<file path="src/rvm_pkg.sv">
// Package for the regulator voltage monitor: register map, reset values, timing constants.
// Assumes a 20 MHz system clock and a 32-bit APB register bus.
package rvm_pkg;
  // ==========================================================================
  // Clock and timing.
  localparam int CLK_HZ = 20000000;
  localparam int CLK_NS = 1000000000 / CLK_HZ;
  localparam int NCH = 8;
  localparam int CNT_W = 12;
  // Filter times in microseconds, as coded.
  localparam int LOW_T0_US = 5;
  localparam int LOW_T1_US = 15;
  localparam int LOW_T2_US = 25;
  localparam int LOW_T3_US = 40;
  localparam int HIGH_T0_US = 25;
  localparam int HIGH_T1_US = 50;
  localparam int HIGH_T2_US = 80;
  localparam int HIGH_T3_US = 125;
  localparam int SETTLE_US = 30;
  // Cycle counts; all fit in 12 bits, the longest (high code three, 2500) included.
  localparam int CYC_PER_US = CLK_HZ / 1000000;
  localparam logic [11:0] LOW_C0 = 12'(LOW_T0_US * CYC_PER_US);
  localparam logic [11:0] LOW_C1 = 12'(LOW_T1_US * CYC_PER_US);
  localparam logic [11:0] LOW_C2 = 12'(LOW_T2_US * CYC_PER_US);
  localparam logic [11:0] LOW_C3 = 12'(LOW_T3_US * CYC_PER_US);
  localparam logic [11:0] HIGH_C0 = 12'(HIGH_T0_US * CYC_PER_US);
  localparam logic [11:0] HIGH_C1 = 12'(HIGH_T1_US * CYC_PER_US);
  localparam logic [11:0] HIGH_C2 = 12'(HIGH_T2_US * CYC_PER_US);
  localparam logic [11:0] HIGH_C3 = 12'(HIGH_T3_US * CYC_PER_US);
  localparam logic [11:0] SETTLE_C = 12'(SETTLE_US * CYC_PER_US);
  // ==========================================================================
  // Register byte offsets.
  localparam logic [7:0] OFS_CTRL = 8'h00;
  localparam logic [7:0] OFS_ENABLE = 8'h04;
  localparam logic [7:0] OFS_SECURE = 8'h08;
  localparam logic [7:0] OFS_STATUS = 8'h0C;
  localparam logic [7:0] OFS_IRQ_STAT = 8'h10;
  localparam logic [7:0] OFS_IRQ_EN = 8'h14;
  localparam logic [7:0] OFS_IRQ_CLR = 8'h18;
  localparam logic [7:0] OFS_TRIP = 8'h1C;
  // Control field positions.
  localparam int CTRL_LOW_LSB = 0;
  localparam int CTRL_HIGH_LSB = 4;
  localparam int SEC_PROT_BIT = 0;
  localparam int SEC_KEY_LSB = 16;
  localparam logic [15:0] SEC_KEY = 16'hA5C3;
  // Reset values.
  localparam logic [1:0] LOW_FILT_RST = 2'h2;
  localparam logic [1:0] HIGH_FILT_RST = 2'h0;
  localparam logic [7:0] MON_EN_RST = 8'hFF;
endpackage

</file>
<file path="src/rvm_top.sv">
// Regulator voltage monitor: eight channels of low and high fault supervision.
// Assumes comparator and power-good inputs are asynchronous pins; APB on clk_sys_i.
// Functional notes
// - eight independent low and high channels
// - low trip code maps 95 to 89 percent
// - high trip code maps 105 to 111 percent
// - shared low filter time, 5 to 40 us
// - low filter time resets to code two
// - shared high filter time, 25 to 125 us
// - high filter time resets to code zero
// - per-regulator enable gates its monitoring
// - all enables start at one
// - protected enables need a secure write
// - mask faults until regulator in regulation
// - disabled monitor forces statuses to zero
// - ignore comparators during settling after enable
`timescale 1ns/1ps
`default_nettype none
module rvm_top #(
  parameter int NCH = rvm_pkg::NCH
) (
  // Clock and reset.
  input wire logic clk_sys_i,
  input wire logic rst_n_i,
  // APB slave.
  input wire logic psel_i,
  input wire logic penable_i,
  input wire logic pwrite_i,
  input wire logic [7:0] paddr_i,
  input wire logic [31:0] pwdata_i,
  output logic [31:0] prdata_o,
  output logic pready_o,
  output logic pslverr_o,
  // Analog comparator and regulator inputs, asynchronous.
  input wire logic [NCH-1:0] low_cmp_i,
  input wire logic [NCH-1:0] high_cmp_i,
  input wire logic [NCH-1:0] reg_on_i,
  input wire logic [NCH-1:0] reg_good_i,
  // One-time-programmed trip codes, two bits per channel (buck 0..4, linreg 5..7).
  input wire logic [2*NCH-1:0] low_trip_code_i,
  input wire logic [2*NCH-1:0] high_trip_code_i,
  // Trip levels to the analog comparators, in percent of nominal.
  output logic [NCH*7-1:0] low_trip_pct_o,
  output logic [NCH*7-1:0] high_trip_pct_o,
  // Comparator enables to the analog side, and status.
  output logic [NCH-1:0] cmp_enable_o,
  output logic [NCH-1:0] low_fault_status_o,
  output logic [NCH-1:0] high_fault_status_o,
  output logic irq_o
);
  typedef enum logic [1:0] {RVM_OFF, RVM_SETTLE, RVM_WAIT_GOOD, RVM_WATCH} rvm_state_t;

  // Registers.
  logic [1:0] low_fault_filter_time;
  logic [1:0] high_fault_filter_time;
  logic [NCH-1:0] monitor_enable;
  logic secure_prot;
  logic [2*NCH-1:0] irq_stat;
  logic [2*NCH-1:0] irq_en;
  // Synchronisers, three stages.
  logic [NCH-1:0] low_s1, low_s2, low_s3;
  logic [NCH-1:0] high_s1, high_s2, high_s3;
  logic [NCH-1:0] on_s1, on_s2, on_s3;
  logic [NCH-1:0] good_s1, good_s2, good_s3;
  logic [NCH-1:0] low_q, high_q, on_q, good_q;
  // Per-channel state.
  rvm_state_t state [NCH];
  logic [11:0] settle_cnt [NCH];
  logic [NCH-1:0] watching;
  logic [NCH-1:0] low_flag, high_flag;
  logic [NCH-1:0] low_flag_d, high_flag_d;
  logic [11:0] low_limit, high_limit;
  logic wr_en, rd_en, secure_ok, addr_ok;
  logic [31:0] next_prdata;

  // ==========================================================================
  // Trip code decode.
  function automatic logic [6:0] low_pct(input logic [1:0] code);
    low_pct = 7'(95 - 2 * int'(code));
  endfunction
  function automatic logic [6:0] high_pct(input logic [1:0] code);
    high_pct = 7'(105 + 2 * int'(code));
  endfunction

  // Levels are flopped so the analog trims see no glitches from code changes.
  always_ff @(posedge clk_sys_i) begin
    if (!rst_n_i) begin
      low_trip_pct_o <= '0;
      high_trip_pct_o <= '0;
    end else begin
      for (int i = 0; i < NCH; i++) begin
        low_trip_pct_o[i*7 +: 7] <= low_pct(low_trip_code_i[2*i +: 2]);
        high_trip_pct_o[i*7 +: 7] <= high_pct(high_trip_code_i[2*i +: 2]);
      end
    end
  end

  // ==========================================================================
  // Filter time selection, shared by all channels.
  always_comb begin
    case (low_fault_filter_time)
      2'h0: low_limit = rvm_pkg::LOW_C0;
      2'h1: low_limit = rvm_pkg::LOW_C1;
      2'h2: low_limit = rvm_pkg::LOW_C2;
      default: low_limit = rvm_pkg::LOW_C3;
    endcase
    case (high_fault_filter_time)
      2'h0: high_limit = rvm_pkg::HIGH_C0;
      2'h1: high_limit = rvm_pkg::HIGH_C1;
      2'h2: high_limit = rvm_pkg::HIGH_C2;
      default: high_limit = rvm_pkg::HIGH_C3;
    endcase
  end

  // ==========================================================================
  // Input synchronisers; a change counts once stages two and three agree.
  always_ff @(posedge clk_sys_i) begin
    if (!rst_n_i) begin
      {low_s1, low_s2, low_s3} <= '0;
      {high_s1, high_s2, high_s3} <= '0;
      {on_s1, on_s2, on_s3} <= '0;
      {good_s1, good_s2, good_s3} <= '0;
      {low_q, high_q, on_q, good_q} <= '0;
    end else begin
      low_s1 <= low_cmp_i;
      low_s2 <= low_s1;
      low_s3 <= low_s2;
      high_s1 <= high_cmp_i;
      high_s2 <= high_s1;
      high_s3 <= high_s2;
      on_s1 <= reg_on_i;
      on_s2 <= on_s1;
      on_s3 <= on_s2;
      good_s1 <= reg_good_i;
      good_s2 <= good_s1;
      good_s3 <= good_s2;
      for (int i = 0; i < NCH; i++) begin
        if (low_s2[i] == low_s3[i]) low_q[i] <= low_s3[i];
        if (high_s2[i] == high_s3[i]) high_q[i] <= high_s3[i];
        if (on_s2[i] == on_s3[i]) on_q[i] <= on_s3[i];
        if (good_s2[i] == good_s3[i]) good_q[i] <= good_s3[i];
      end
    end
  end

  // ==========================================================================
  // Per-channel sequencing: off, settle after enable, wait for regulation, watch.
  always_ff @(posedge clk_sys_i) begin
    if (!rst_n_i) begin
      for (int i = 0; i < NCH; i++) begin
        state[i] <= RVM_OFF;
        settle_cnt[i] <= '0;
      end
    end else begin
      for (int i = 0; i < NCH; i++) begin
        case (state[i])
          RVM_OFF: begin
            settle_cnt[i] <= '0;
            if (monitor_enable[i]) state[i] <= RVM_SETTLE;
          end
          RVM_SETTLE: begin
            settle_cnt[i] <= settle_cnt[i] + 12'h001;
            if (!monitor_enable[i]) state[i] <= RVM_OFF;
            else if (settle_cnt[i] + 12'h001 >= rvm_pkg::SETTLE_C) state[i] <= RVM_WAIT_GOOD;
          end
          RVM_WAIT_GOOD: begin
            if (!monitor_enable[i]) state[i] <= RVM_OFF;
            else if (on_q[i] && good_q[i]) state[i] <= RVM_WATCH;
          end
          RVM_WATCH: begin
            if (!monitor_enable[i]) state[i] <= RVM_OFF;
            else if (!on_q[i]) state[i] <= RVM_WAIT_GOOD;
          end
          default: state[i] <= RVM_OFF;
        endcase
      end
    end
  end

  always_comb begin
    for (int i = 0; i < NCH; i++) begin
      watching[i] = (state[i] == RVM_WATCH) && monitor_enable[i];
      cmp_enable_o[i] = (state[i] != RVM_OFF);
    end
  end

  // ==========================================================================
  // Debounce filters, two per channel.
  for (genvar g = 0; g < NCH; g++) begin : g_ch
    rvm_filter #(.W(rvm_pkg::CNT_W)) u_low (
      .clk_sys_i(clk_sys_i),
      .rst_n_i(rst_n_i),
      .active_i(watching[g] && low_q[g]),
      .limit_i(low_limit),
      .flag_o(low_flag[g])
    );
    rvm_filter #(.W(rvm_pkg::CNT_W)) u_high (
      .clk_sys_i(clk_sys_i),
      .rst_n_i(rst_n_i),
      .active_i(watching[g] && high_q[g]),
      .limit_i(high_limit),
      .flag_o(high_flag[g])
    );
  end

  // Disabling forces status to zero at once, not one filter cycle later.
  assign low_fault_status_o = low_flag & monitor_enable;
  assign high_fault_status_o = high_flag & monitor_enable;

  // ==========================================================================
  // APB decode; zero wait states, unmapped offsets answer with an error.
  assign pready_o = 1'b1;
  assign wr_en = psel_i && penable_i && pwrite_i;
  assign rd_en = psel_i && !penable_i && !pwrite_i;
  assign secure_ok = (pwdata_i[31:rvm_pkg::SEC_KEY_LSB] == rvm_pkg::SEC_KEY);

  always_comb begin
    case (paddr_i)
      rvm_pkg::OFS_CTRL, rvm_pkg::OFS_ENABLE, rvm_pkg::OFS_SECURE, rvm_pkg::OFS_STATUS,
      rvm_pkg::OFS_IRQ_STAT, rvm_pkg::OFS_IRQ_EN, rvm_pkg::OFS_IRQ_CLR, rvm_pkg::OFS_TRIP: addr_ok = 1'b1;
      default: addr_ok = 1'b0;
    endcase
  end
  assign pslverr_o = psel_i && penable_i && !addr_ok;

  // Control registers.
  always_ff @(posedge clk_sys_i) begin
    if (!rst_n_i) begin
      low_fault_filter_time <= rvm_pkg::LOW_FILT_RST;
      high_fault_filter_time <= rvm_pkg::HIGH_FILT_RST;
      monitor_enable <= rvm_pkg::MON_EN_RST;
      secure_prot <= 1'b0;
      irq_en <= '0;
    end else if (wr_en) begin
      case (paddr_i)
        rvm_pkg::OFS_CTRL: begin
          low_fault_filter_time <= pwdata_i[rvm_pkg::CTRL_LOW_LSB +: 2];
          high_fault_filter_time <= pwdata_i[rvm_pkg::CTRL_HIGH_LSB +: 2];
        end
        rvm_pkg::OFS_ENABLE: begin
          // A protected enable needs the key in the upper half of the same word.
          if (!secure_prot || secure_ok) monitor_enable <= pwdata_i[NCH-1:0];
        end
        rvm_pkg::OFS_SECURE: secure_prot <= pwdata_i[rvm_pkg::SEC_PROT_BIT];
        rvm_pkg::OFS_IRQ_EN: irq_en <= pwdata_i[2*NCH-1:0];
        default: ;
      endcase
    end
  end

  // ==========================================================================
  // Sticky event bits on each rising status; a new event wins over a clear.
  always_ff @(posedge clk_sys_i) begin
    if (!rst_n_i) begin
      low_flag_d <= '0;
      high_flag_d <= '0;
      irq_stat <= '0;
    end else begin
      low_flag_d <= low_fault_status_o;
      high_flag_d <= high_fault_status_o;
      irq_stat <= (irq_stat & ~((wr_en && paddr_i == rvm_pkg::OFS_IRQ_CLR) ? pwdata_i[2*NCH-1:0] : '0))
        | {high_fault_status_o & ~high_flag_d, low_fault_status_o & ~low_flag_d};
    end
  end
  assign irq_o = |(irq_stat & irq_en);

  // ==========================================================================
  // Read data, registered in the setup cycle.
  always_comb begin
    next_prdata = 32'h0000_0000;
    case (paddr_i)
      rvm_pkg::OFS_CTRL: begin
        next_prdata[rvm_pkg::CTRL_LOW_LSB +: 2] = low_fault_filter_time;
        next_prdata[rvm_pkg::CTRL_HIGH_LSB +: 2] = high_fault_filter_time;
      end
      rvm_pkg::OFS_ENABLE: next_prdata[NCH-1:0] = monitor_enable;
      rvm_pkg::OFS_SECURE: next_prdata[rvm_pkg::SEC_PROT_BIT] = secure_prot;
      rvm_pkg::OFS_STATUS: next_prdata[2*NCH-1:0] = {high_fault_status_o, low_fault_status_o};
      rvm_pkg::OFS_IRQ_STAT: next_prdata[2*NCH-1:0] = irq_stat;
      rvm_pkg::OFS_IRQ_EN: next_prdata[2*NCH-1:0] = irq_en;
      rvm_pkg::OFS_TRIP: next_prdata[4*NCH-1:0] = {high_trip_code_i, low_trip_code_i};
      default: next_prdata = 32'h0000_0000;
    endcase
  end

  always_ff @(posedge clk_sys_i) begin
    if (!rst_n_i) prdata_o <= 32'h0000_0000;
    else if (rd_en) prdata_o <= next_prdata;
  end

  // ==========================================================================
  // Checks.
  chk_disabled_status_zero: assert property (@(posedge clk_sys_i) disable iff (!rst_n_i)
    ((low_fault_status_o | high_fault_status_o) & ~monitor_enable) == '0)
    else $error("Disabled channel shows a fault status.");
  // The filter itself must drop too, so a re-enable cannot resurrect an old fault.
  chk_disable_clears: assert property (@(posedge clk_sys_i) disable iff (!rst_n_i)
    !monitor_enable[0] |=> !low_flag[0] && !high_flag[0])
    else $error("Channel zero filter held a flag while disabled.");
  chk_mask_before_good: assert property (@(posedge clk_sys_i) disable iff (!rst_n_i)
    (state[0] == RVM_WAIT_GOOD) |-> !watching[0])
    else $error("Channel zero watched before regulation.");
  chk_settle_length: assert property (@(posedge clk_sys_i) disable iff (!rst_n_i)
    $rose(state[0] == RVM_SETTLE) |-> (state[0] != RVM_WATCH)[*8])
    else $error("Channel zero watched during settling.");
  chk_protected_write: assert property (@(posedge clk_sys_i) disable iff (!rst_n_i)
    (wr_en && paddr_i == rvm_pkg::OFS_ENABLE && secure_prot && !secure_ok) |=> $stable(monitor_enable))
    else $error("Unkeyed write changed a protected enable.");
  chk_enable_write: assert property (@(posedge clk_sys_i) disable iff (!rst_n_i)
    (wr_en && paddr_i == rvm_pkg::OFS_ENABLE && !secure_prot) |=> monitor_enable == $past(pwdata_i[NCH-1:0]))
    else $error("Open enable write not stored.");
  chk_filter_write: assert property (@(posedge clk_sys_i) disable iff (!rst_n_i)
    (wr_en && paddr_i == rvm_pkg::OFS_CTRL) |=> low_fault_filter_time == $past(pwdata_i[1:0]))
    else $error("Low filter time not stored.");
  chk_low_limit_map: assert property (@(posedge clk_sys_i) disable iff (!rst_n_i)
    (low_fault_filter_time == 2'h3) |-> low_limit == 12'h320)
    else $error("Low filter code three maps wrong.");
  chk_high_limit_map: assert property (@(posedge clk_sys_i) disable iff (!rst_n_i)
    (high_fault_filter_time == 2'h3) |-> high_limit == 12'h9C4)
    else $error("High filter code three maps wrong.");
  // Levels load one edge after the code is seen, and only outside reset.
  chk_trip_levels: assert property (@(posedge clk_sys_i) disable iff (!rst_n_i)
    (rst_n_i && $stable(low_trip_code_i)) |=> low_trip_pct_o[6:0] ==
      (($past(low_trip_code_i[1:0]) == 2'h0) ? 7'h5F : ($past(low_trip_code_i[1:0]) == 2'h1) ? 7'h5D :
      ($past(low_trip_code_i[1:0]) == 2'h2) ? 7'h5B : 7'h59))
    else $error("Low trip level wrong.");
  chk_status_readable: assert property (@(posedge clk_sys_i) disable iff (!rst_n_i)
    (rd_en && paddr_i == rvm_pkg::OFS_STATUS) |=> prdata_o[NCH-1:0] == $past(low_fault_status_o))
    else $error("Status read mismatch.");
  cov_wait_good: cover property (@(posedge clk_sys_i) state[1] == RVM_WAIT_GOOD && good_q[1]);
  cov_low_fault: cover property (@(posedge clk_sys_i) $rose(low_fault_status_o[0]));
  cov_high_fault: cover property (@(posedge clk_sys_i) $rose(high_fault_status_o[0]));
  cov_disable: cover property (@(posedge clk_sys_i) $fell(monitor_enable[0]));
  cov_irq: cover property (@(posedge clk_sys_i) $rose(irq_o));
endmodule
`default_nettype wire

</file>
<file path="src/rvm_filter.sv">
// One debounce filter: a qualified comparator level must hold for a full count.
// Assumes the input is already synchronised to clk_sys_i.
`timescale 1ns/1ps
`default_nettype none
module rvm_filter #(
  parameter int W = 12
) (
  // Clock and reset.
  input wire logic clk_sys_i,
  input wire logic rst_n_i,
  // Qualified condition and time limit.
  input wire logic active_i,
  input wire logic [W-1:0] limit_i,
  // Filtered status.
  output logic flag_o
);
  logic [W-1:0] count;

  // ==========================================================================
  // Counter restarts whenever the condition drops; flag clears on the next edge.
  always_ff @(posedge clk_sys_i) begin
    if (!rst_n_i) begin
      count <= '0;
      flag_o <= 1'b0;
    end else if (!active_i) begin
      count <= '0;
      flag_o <= 1'b0;
    end else if (count + W'(1) >= limit_i) begin
      flag_o <= 1'b1;
    end else begin
      count <= count + W'(1);
    end
  end

  chk_flag_needs_hold: assert property (@(posedge clk_sys_i) disable iff (!rst_n_i)
    $rose(flag_o) |-> $past(active_i, 1) && $past(active_i, 2))
    else $error("Flag rose without a held condition.");
  chk_flag_drops_fast: assert property (@(posedge clk_sys_i) disable iff (!rst_n_i)
    !active_i |=> !flag_o)
    else $error("Flag did not drop after the condition cleared.");
endmodule
`default_nettype wire

</file>
<file path="config.mk">
export PLATFORM = sky130hd
export DESIGN_NAME = rvm_top
export DESIGN_NICKNAME = d
export VERILOG_FILES = /design/src/rvm_pkg.sv /design/src/rvm_top.sv /design/src/rvm_filter.sv
export SDC_FILE = /design/constraint.sdc
export NUM_CORES = 1
export LEC_CHECK = 0
export ABC_AREA = 1
export ABC_CLOCK_PERIOD_IN_PS = 8100
export BUFFER_PORTS_ARGS = -buffer_cell sky130_fd_sc_hd__buf_4
export CORE_ASPECT_RATIO = 0.5
export CORE_MARGIN = 1.5
export CORE_UTILIZATION = 60
export CTS_CLUSTER_SIZE = 12
export DETAILED_ROUTE_END_ITERATION = 10
export GPL_ROUTABILITY_DRIVEN = 0
export PLACE_DENSITY = 0.8
export SYNTH_ARGS = -nofsm -noshare
export SYNTH_HDL_FRONTEND = slang
export SYNTH_SLANG_ARGS = --single-unit
</file>
<file path="constraint.sdc">
create_clock -name clk_sys_i -period 8.1 [get_ports clk_sys_i]
set_input_delay 0.405 -clock clk_sys_i [delete_from_list [all_inputs] [get_ports clk_sys_i]]
set_output_delay 0.405 -clock clk_sys_i [all_outputs]
set_load 0.01 [all_outputs]
</file>
==> results.yml, run 1 <==
outcome:
  status: "finished clean"
drt:
  first_iter_violations: 2262
  route.vias.total: 26595
  first_pass_iters: 6
  antenna_left: 0
  drc: 0
  wl_per_cell_um: 14.4
  via_per_inst: 5.16
  routed_wl_um: 74300
run:
  maxCapViolations: 0
clock_tree:
  clock_latency_ps: 590
  post-cts-setup-buffers: 0
  h-tree-depth: 2
  cts_buffers: 55
  clockBufferDepth: 3
  cts_root_buf: "clkbuf_16"
  cts_tree: "built"
  cts.sinks: 574
  clkTransAtPathRegs_ps: 60
synth:
  syn_area_um2: 30600
  syn_inst: 4219
  synth_ff_type: "dfxtp_1"
  ys_types: 54
  synth-async-reset-ratio: 0
  avgSynthCellArea_um2: 7.26
  synth_edf_count: 112
  ys_seq_area_frac: 0.412
  yosys_register_bits: 574
  ys_warn_count: 0
timing:
  skew_ps: 12.8
  hold_viol_final: 0
  fin_setup_tns_ps: 0
  tightest_slew_ps: 1250
  setup_viol: 0
  slew_viol_final: 0
  rsz0062_at_grt: "false"
  max_freq_mhz: 251
  relSlewSlack: 0.165
  post-route-min-period_ps: 3990
  period_share: 0.492
floorplan:
  dieArea_um2: 52500
  die_height_um: 163
  fp.dieW_um: 323
  start_util: 0.609
  core_region_area_um2: 50300
  num_rows: 58
  io_pins: 280
grt:
  grt_use_total: 0.277
  grt_pass1_wl_um: 119000
  overflow: 0
  antenna_found_initial: 1
  grt_start_max_net_pins: 90
  grt_pass1_vias: 24665
layout:
  multi_input_area_um2: 14500
  n_fill_cell: 4061
  syn2layout_area_growth_pct: 13.0
  seq_area_um2: 12600
  nets: 4718
  final_common_cell: "nand2_1"
  drive_above_1_share: 0.0865
  mostFrequentLayoutCells: "nand2_1, inv_1, nor2_1"
pwr:
  report.power.total_uw: 6310
  powerDensity_nw_per_um2: 182
  p_leak_uw: 0.0172
  peakVddDrop_v: 0.000198
critical_path:
  path_max_fanout: 16
  cp.required_ps: 8570
  worstSetupEndpointType: "register"
  crit_start: "high_fault_filter_time[0]"
  cp.arrival_ps: 4450
  worstSetupStartpointType: "register"
  path_class: "register to register"
  regToRegStartpoint: "high_fault_filter_time[0]"
place:
  dpl.hpwl_um: 53200
  io_buffers: 262
min_path:
  hold_path_class: "input pin to register"
  hold_start: "high_trip_code_i[6]"
## metal layers
layer,GRT usage,part of all wire
met1,0.369,0.44
met2,0.470,0.47
met3,0.0371,0.064
met4,0.0830,0.026
met5,0,0
## power breakdown
part           internal (uW)  switching (uW)
Clock                   1270            1080
Combinational            257             443
Sequential              3140             130
Total                   4660            1650
## synthesized netlist by cell type (4+ instances only)
cell,n,area (um2)
buf_4,81,608
nor2_1,643,2410
o21ai_0,125,626
ha_1,177,2210
a21o_1,6,45.0
nand3_1,192,961
nand2_1,974,3660
a21oi_1,187,936
a211oi_1,10,75.1
inv_1,681,2560
dfxtp_1,462,9250
o21bai_1,10,75.1
nor4_1,6,37.5
nor2b_1,4,25.0
nand2_2,10,62.6
inv_2,4,15.0
xor2_1,132,1160
or2_2,9,56.3
o21ai_1,8,40.0
clkbuf_1,75,282
maj3_1,10,100
nand3b_1,35,263
o22ai_1,12,75.1
buf_2,22,110
edfxtp_1,112,3360
nand4_1,39,244
a221oi_1,5,43.8
o211ai_1,20,150
nor3_1,71,355
xnor2_1,39,342
o32ai_1,7,61.3
and3_1,9,56.3
## sequential cells by signal, summed over array words and instances, names as in the netlist, 16 cells and up
| register | count |
|---|---|
| g_ch.u_low.count | 96 |
| low_trip_pct_o | 17 |
| settle_cnt | 96 |
| g_ch.u_high.count | 96 |
| irq_en | 16 |
| high_trip_pct_o | 16 |
| prdata_o | 32 |
| irq_stat | 16 |
| state | 16 |
## stage by stage
stage                     instances  worst slack [ps]  hold WS (ps)   util  cell area, um2
after floorplan                4234              5420           390      -           30700
after global routing           5156              3740          9.07  0.689           34600
after detailed placement       5021              4130           397  0.649           32600
after CTS                      5155              4150          2.28  0.689           34600
after global placement         5021              4370           394  0.649           32600
final                          5156              4110          13.4  0.689           34600
## worst paths after layout
kind | endpoint | slack [ps] | depth (start not counted)
setup / recovery | g_ch[1].u_high.flag_o | 4110 | 10
hold / removal | high_trip_pct_o[22] | 10 | 3
setup reg to reg | g_ch[1].u_high.flag_o | 4110 | 10
hold reg to reg | on_s2[0] | 410 | 2
## critical path: stages, from the launching register on
cell and delay, ps:
dfxtp_1 440, inv_1 100, ha_1 290, inv_1 640, ha_1 380, a21oi_1 150
nor3_1 60, a211oi_1 880, nand2_1 560, o21ai_0 310, inv_1 50
## kinds of logic (layout without fill, tap and decap cells)
| kind of cell | count (synthesis) | after routing | share of synthesized area |
|---|---|---|---|
| flip-flops | 574 | 574 | 0.412 |
| buffers and inverters | 871 | 1102 | 0.118 |
| other | 2 | 18 | 0.000245 |
| AND/OR/NAND/NOR | 2011 | 2011 | 0.272 |
| AO/OA/AOI/OAI | 403 | 403 | 0.0732 |
| XOR/XNOR | 171 | 171 | 0.0489 |
| adder cells (fa/ha/maj) | 187 | 187 | 0.0756 |
## area by class of cell
cell class,count,area share
Antenna cell,1,0.0000723
Clock inverter,4,0.000795
Clock buffer,86,0.0437
Tap cell,690,0.0249
Timing Repair Buffer,324,0.0736
Multi-Input combinational cell,2789,0.418
Inverter,688,0.0747
Sequential cell,574,0.364
## what timing repair did
item | 4_1_cts | 5_1_grt
resized for setup | 0 | 0
hold buffers | 44 | 0
hold endpoints to repair | 44 | 0
Power figures use the tool's default switching activity.
==> run 2: changes to the inputs <==
Settings changed: ABC_CLOCK_PERIOD_IN_PS 8100 to 4019.
Clock period 8.1 ns to 4.02 ns, I/O delays scaled along.
==> run 2 against run 1 <==
Compared with the run above: routed wire length up 1.6%; first-iteration DRC count down 17%; utilization up 1.1 points; register-to-register slack worse by 3200 ps; maximum frequency up 30%; critical path depth up 9; cell area up 1.5%; sequential power up 100%; worst setup slack worse by 3200 ps; combinational power up 100%; critical endpoint is now g_ch[4].u_high.flag_o.
==> results.yml, run 2 (synthesis gave the netlist of run 1 again) <==
drt:
  first_pass_iters: 6
  drc: 0
  antenna_left: 0
  routed_wl_um: 75500
  first_iter_violations: 1882
  route.vias.total: 26994
  wl_per_cell_um: 14.5
  via_per_inst: 5.19
floorplan:
  num_rows: 58
  io_pins: 280
  dieArea_um2: 52500
  core_region_area_um2: 50300
  fp.dieW_um: 323
  die_height_um: 163
  start_util: 0.609
critical_path:
  critPathCapture: "g_ch[4].u_high.flag_o"
  worstSetupStartpointType: "register"
  worstReg2RegEnd: "g_ch[4].u_high.flag_o"
  worstSetupEndpointType: "register"
  path_class: "register to register"
  worst_r2r_path_depth: 19
  cp.arrival_ps: 3570
  r2r_setup_slack_ps: 940
  crit_start: "high_fault_filter_time[0]"
  cp.required_ps: 4520
  path_max_fanout: 13
  regToRegStartpoint: "high_fault_filter_time[0]"
layout:
  drive_above_1_share: 0.0885
  n_fill_cell: 3957
  nets: 4765
  mostFrequentLayoutCells: "nand2_1, inv_1, nor2_1"
  final_design_area_no_fill_um2: 35200
  reg_top3: "g_ch.u_high.count (96), g_ch.u_low.count (96), settle_cnt (96)"
  final_common_cell: "nand2_1"
  syn2layout_area_growth_pct: 14.7
pwr:
  seqPwrFrac: 0.510
  p_sw_uw: 3360
  peakVddDrop_v: 0.000300
  p_comb_frac: 0.111
  p_leak_uw: 0.0174
  pwr-share-clk: 0.379
  p_int_uw: 9550
  switching_share: 0.260
  report.power.total_uw: 12900
  powerDensity_nw_per_um2: 367
clock_tree:
  cts.sinks: 574
  clkTransAtPathRegs_ps: 60
  cts_tree: "built"
  clockBufferDepth: 3
  cts_root_buf: "clkbuf_16"
  h-tree-depth: 2
  cts_resized: 0
  post-cts-setup-buffers: 0
  cts_buffers: 55
  clock_latency_ps: 610
  ctsHoldBuffers: 81
grt:
  grt_use_total: 0.284
  antenna_found_initial: 2
  grt_pass1_wl_um: 123000
  overflow: 0
  grt_pass1_vias: 25478
  grt_start_max_net_pins: 79
min_path:
  hold_path_class: "input pin to register"
timing:
  fin_setup_tns_ps: 0
  slew_viol_final: 0
  rsz0062_at_grt: "false"
  relSlewSlack: 0.189
  skew_ps: 29.4
  setup_viol: 0
  post-route-min-period_ps: 3080
  period_share: 0.765
  tightest_slew_ps: 1210
  max_freq_mhz: 325
  hold_viol_final: 0
run:
  maxCapViolations: 0
place:
  placed_area_um2: 32700
  dpl.hpwl_um: 53900
  io_buffers: 262
outcome:
  status: "finished clean"
[run 2: cell count changes in the layout (fill, tap and decap cells not counted), sizes merged]
cell / change
bufinv: +1
buf: +10
clkbuf: -1
clkinv: -1
dlygate4sd3: +37
[run 2: metrics by stage]
stage          hold WS, ps  worst slack (ps)   util  instances
2_1_floorplan          229              1340      -       4234
5_1_grt               77.9               602  0.699       5202
3_3_place_gp           371              1130  0.651       5031
4_1_cts               23.3               970  0.699       5201
3_5_place_dp           372               978  0.651       5031
6_report              45.5               945  0.699       5202
[run 2: metal layers]
metal / track usage / vias to the layer above / part of all wire
li1: - / 13606 / -
met2: 0.483 / 753 / 0.47
met4: 0.106 / 2 / 0.035
met3: 0.0435 / 174 / 0.062
met5: 0 / - / 0.00017
met1: 0.366 / 12459 / 0.43
[run 2: layout make-up]
class / count / area (um2) / area share
Tap cell: 690 / 863 / 0.0246
Antenna cell: 1 / 2.50 / 0.0000712
Inverter: 688 / 2590 / 0.0736
Sequential cell: 574 / 12600 / 0.359
Timing Repair Buffer: 371 / 3010 / 0.0855
Clock buffer: 85 / 1550 / 0.0441
Multi-Input combinational cell: 2789 / 14500 / 0.412
Clock inverter: 4 / 60.1 / 0.00171
[run 2: worst min-delay path by stage]
stage,start,to,slack (ps),cells after the start
2_1_floorplan,rst_n_i,low_trip_pct_o[53],230,0
5_1_grt,paddr_i[2],secure_prot,80,5
6_report,paddr_i[2],secure_prot,50,5
3_3_place_gp,low_trip_code_i[10],low_trip_pct_o[36],370,2
3_5_place_dp,low_trip_code_i[10],low_trip_pct_o[36],370,2
4_1_cts,paddr_i[2],secure_prot,20,5
[run 2: power by group through the flow]
stage	logic (uW)	clock network, uW	registers, uW
6_report	1430	4900	6580
4_1_cts	1420	4960	6580
3_3_place_gp	1310	0	6680
5_1_grt	1600	5180	6630
2_1_floorplan	884	0	6640
3_5_place_dp	1340	0	6700
[run 2: critical path, stage by stage (launching register included)]
cell and delay [ps]:
dfxtp_1 430, inv_1 100, ha_1 290, inv_1 230, buf_12 190, ha_1 240
nand2_1 70, nand2_1 40, nand2_1 50, nand2_1 40, nand2_1 50, nand2_1 60
nand2_1 70, nand2_1 50, nand2_1 50, nand2_1 40, nand2_1 290, nand2_1 340
o21ai_0 270, inv_1 60
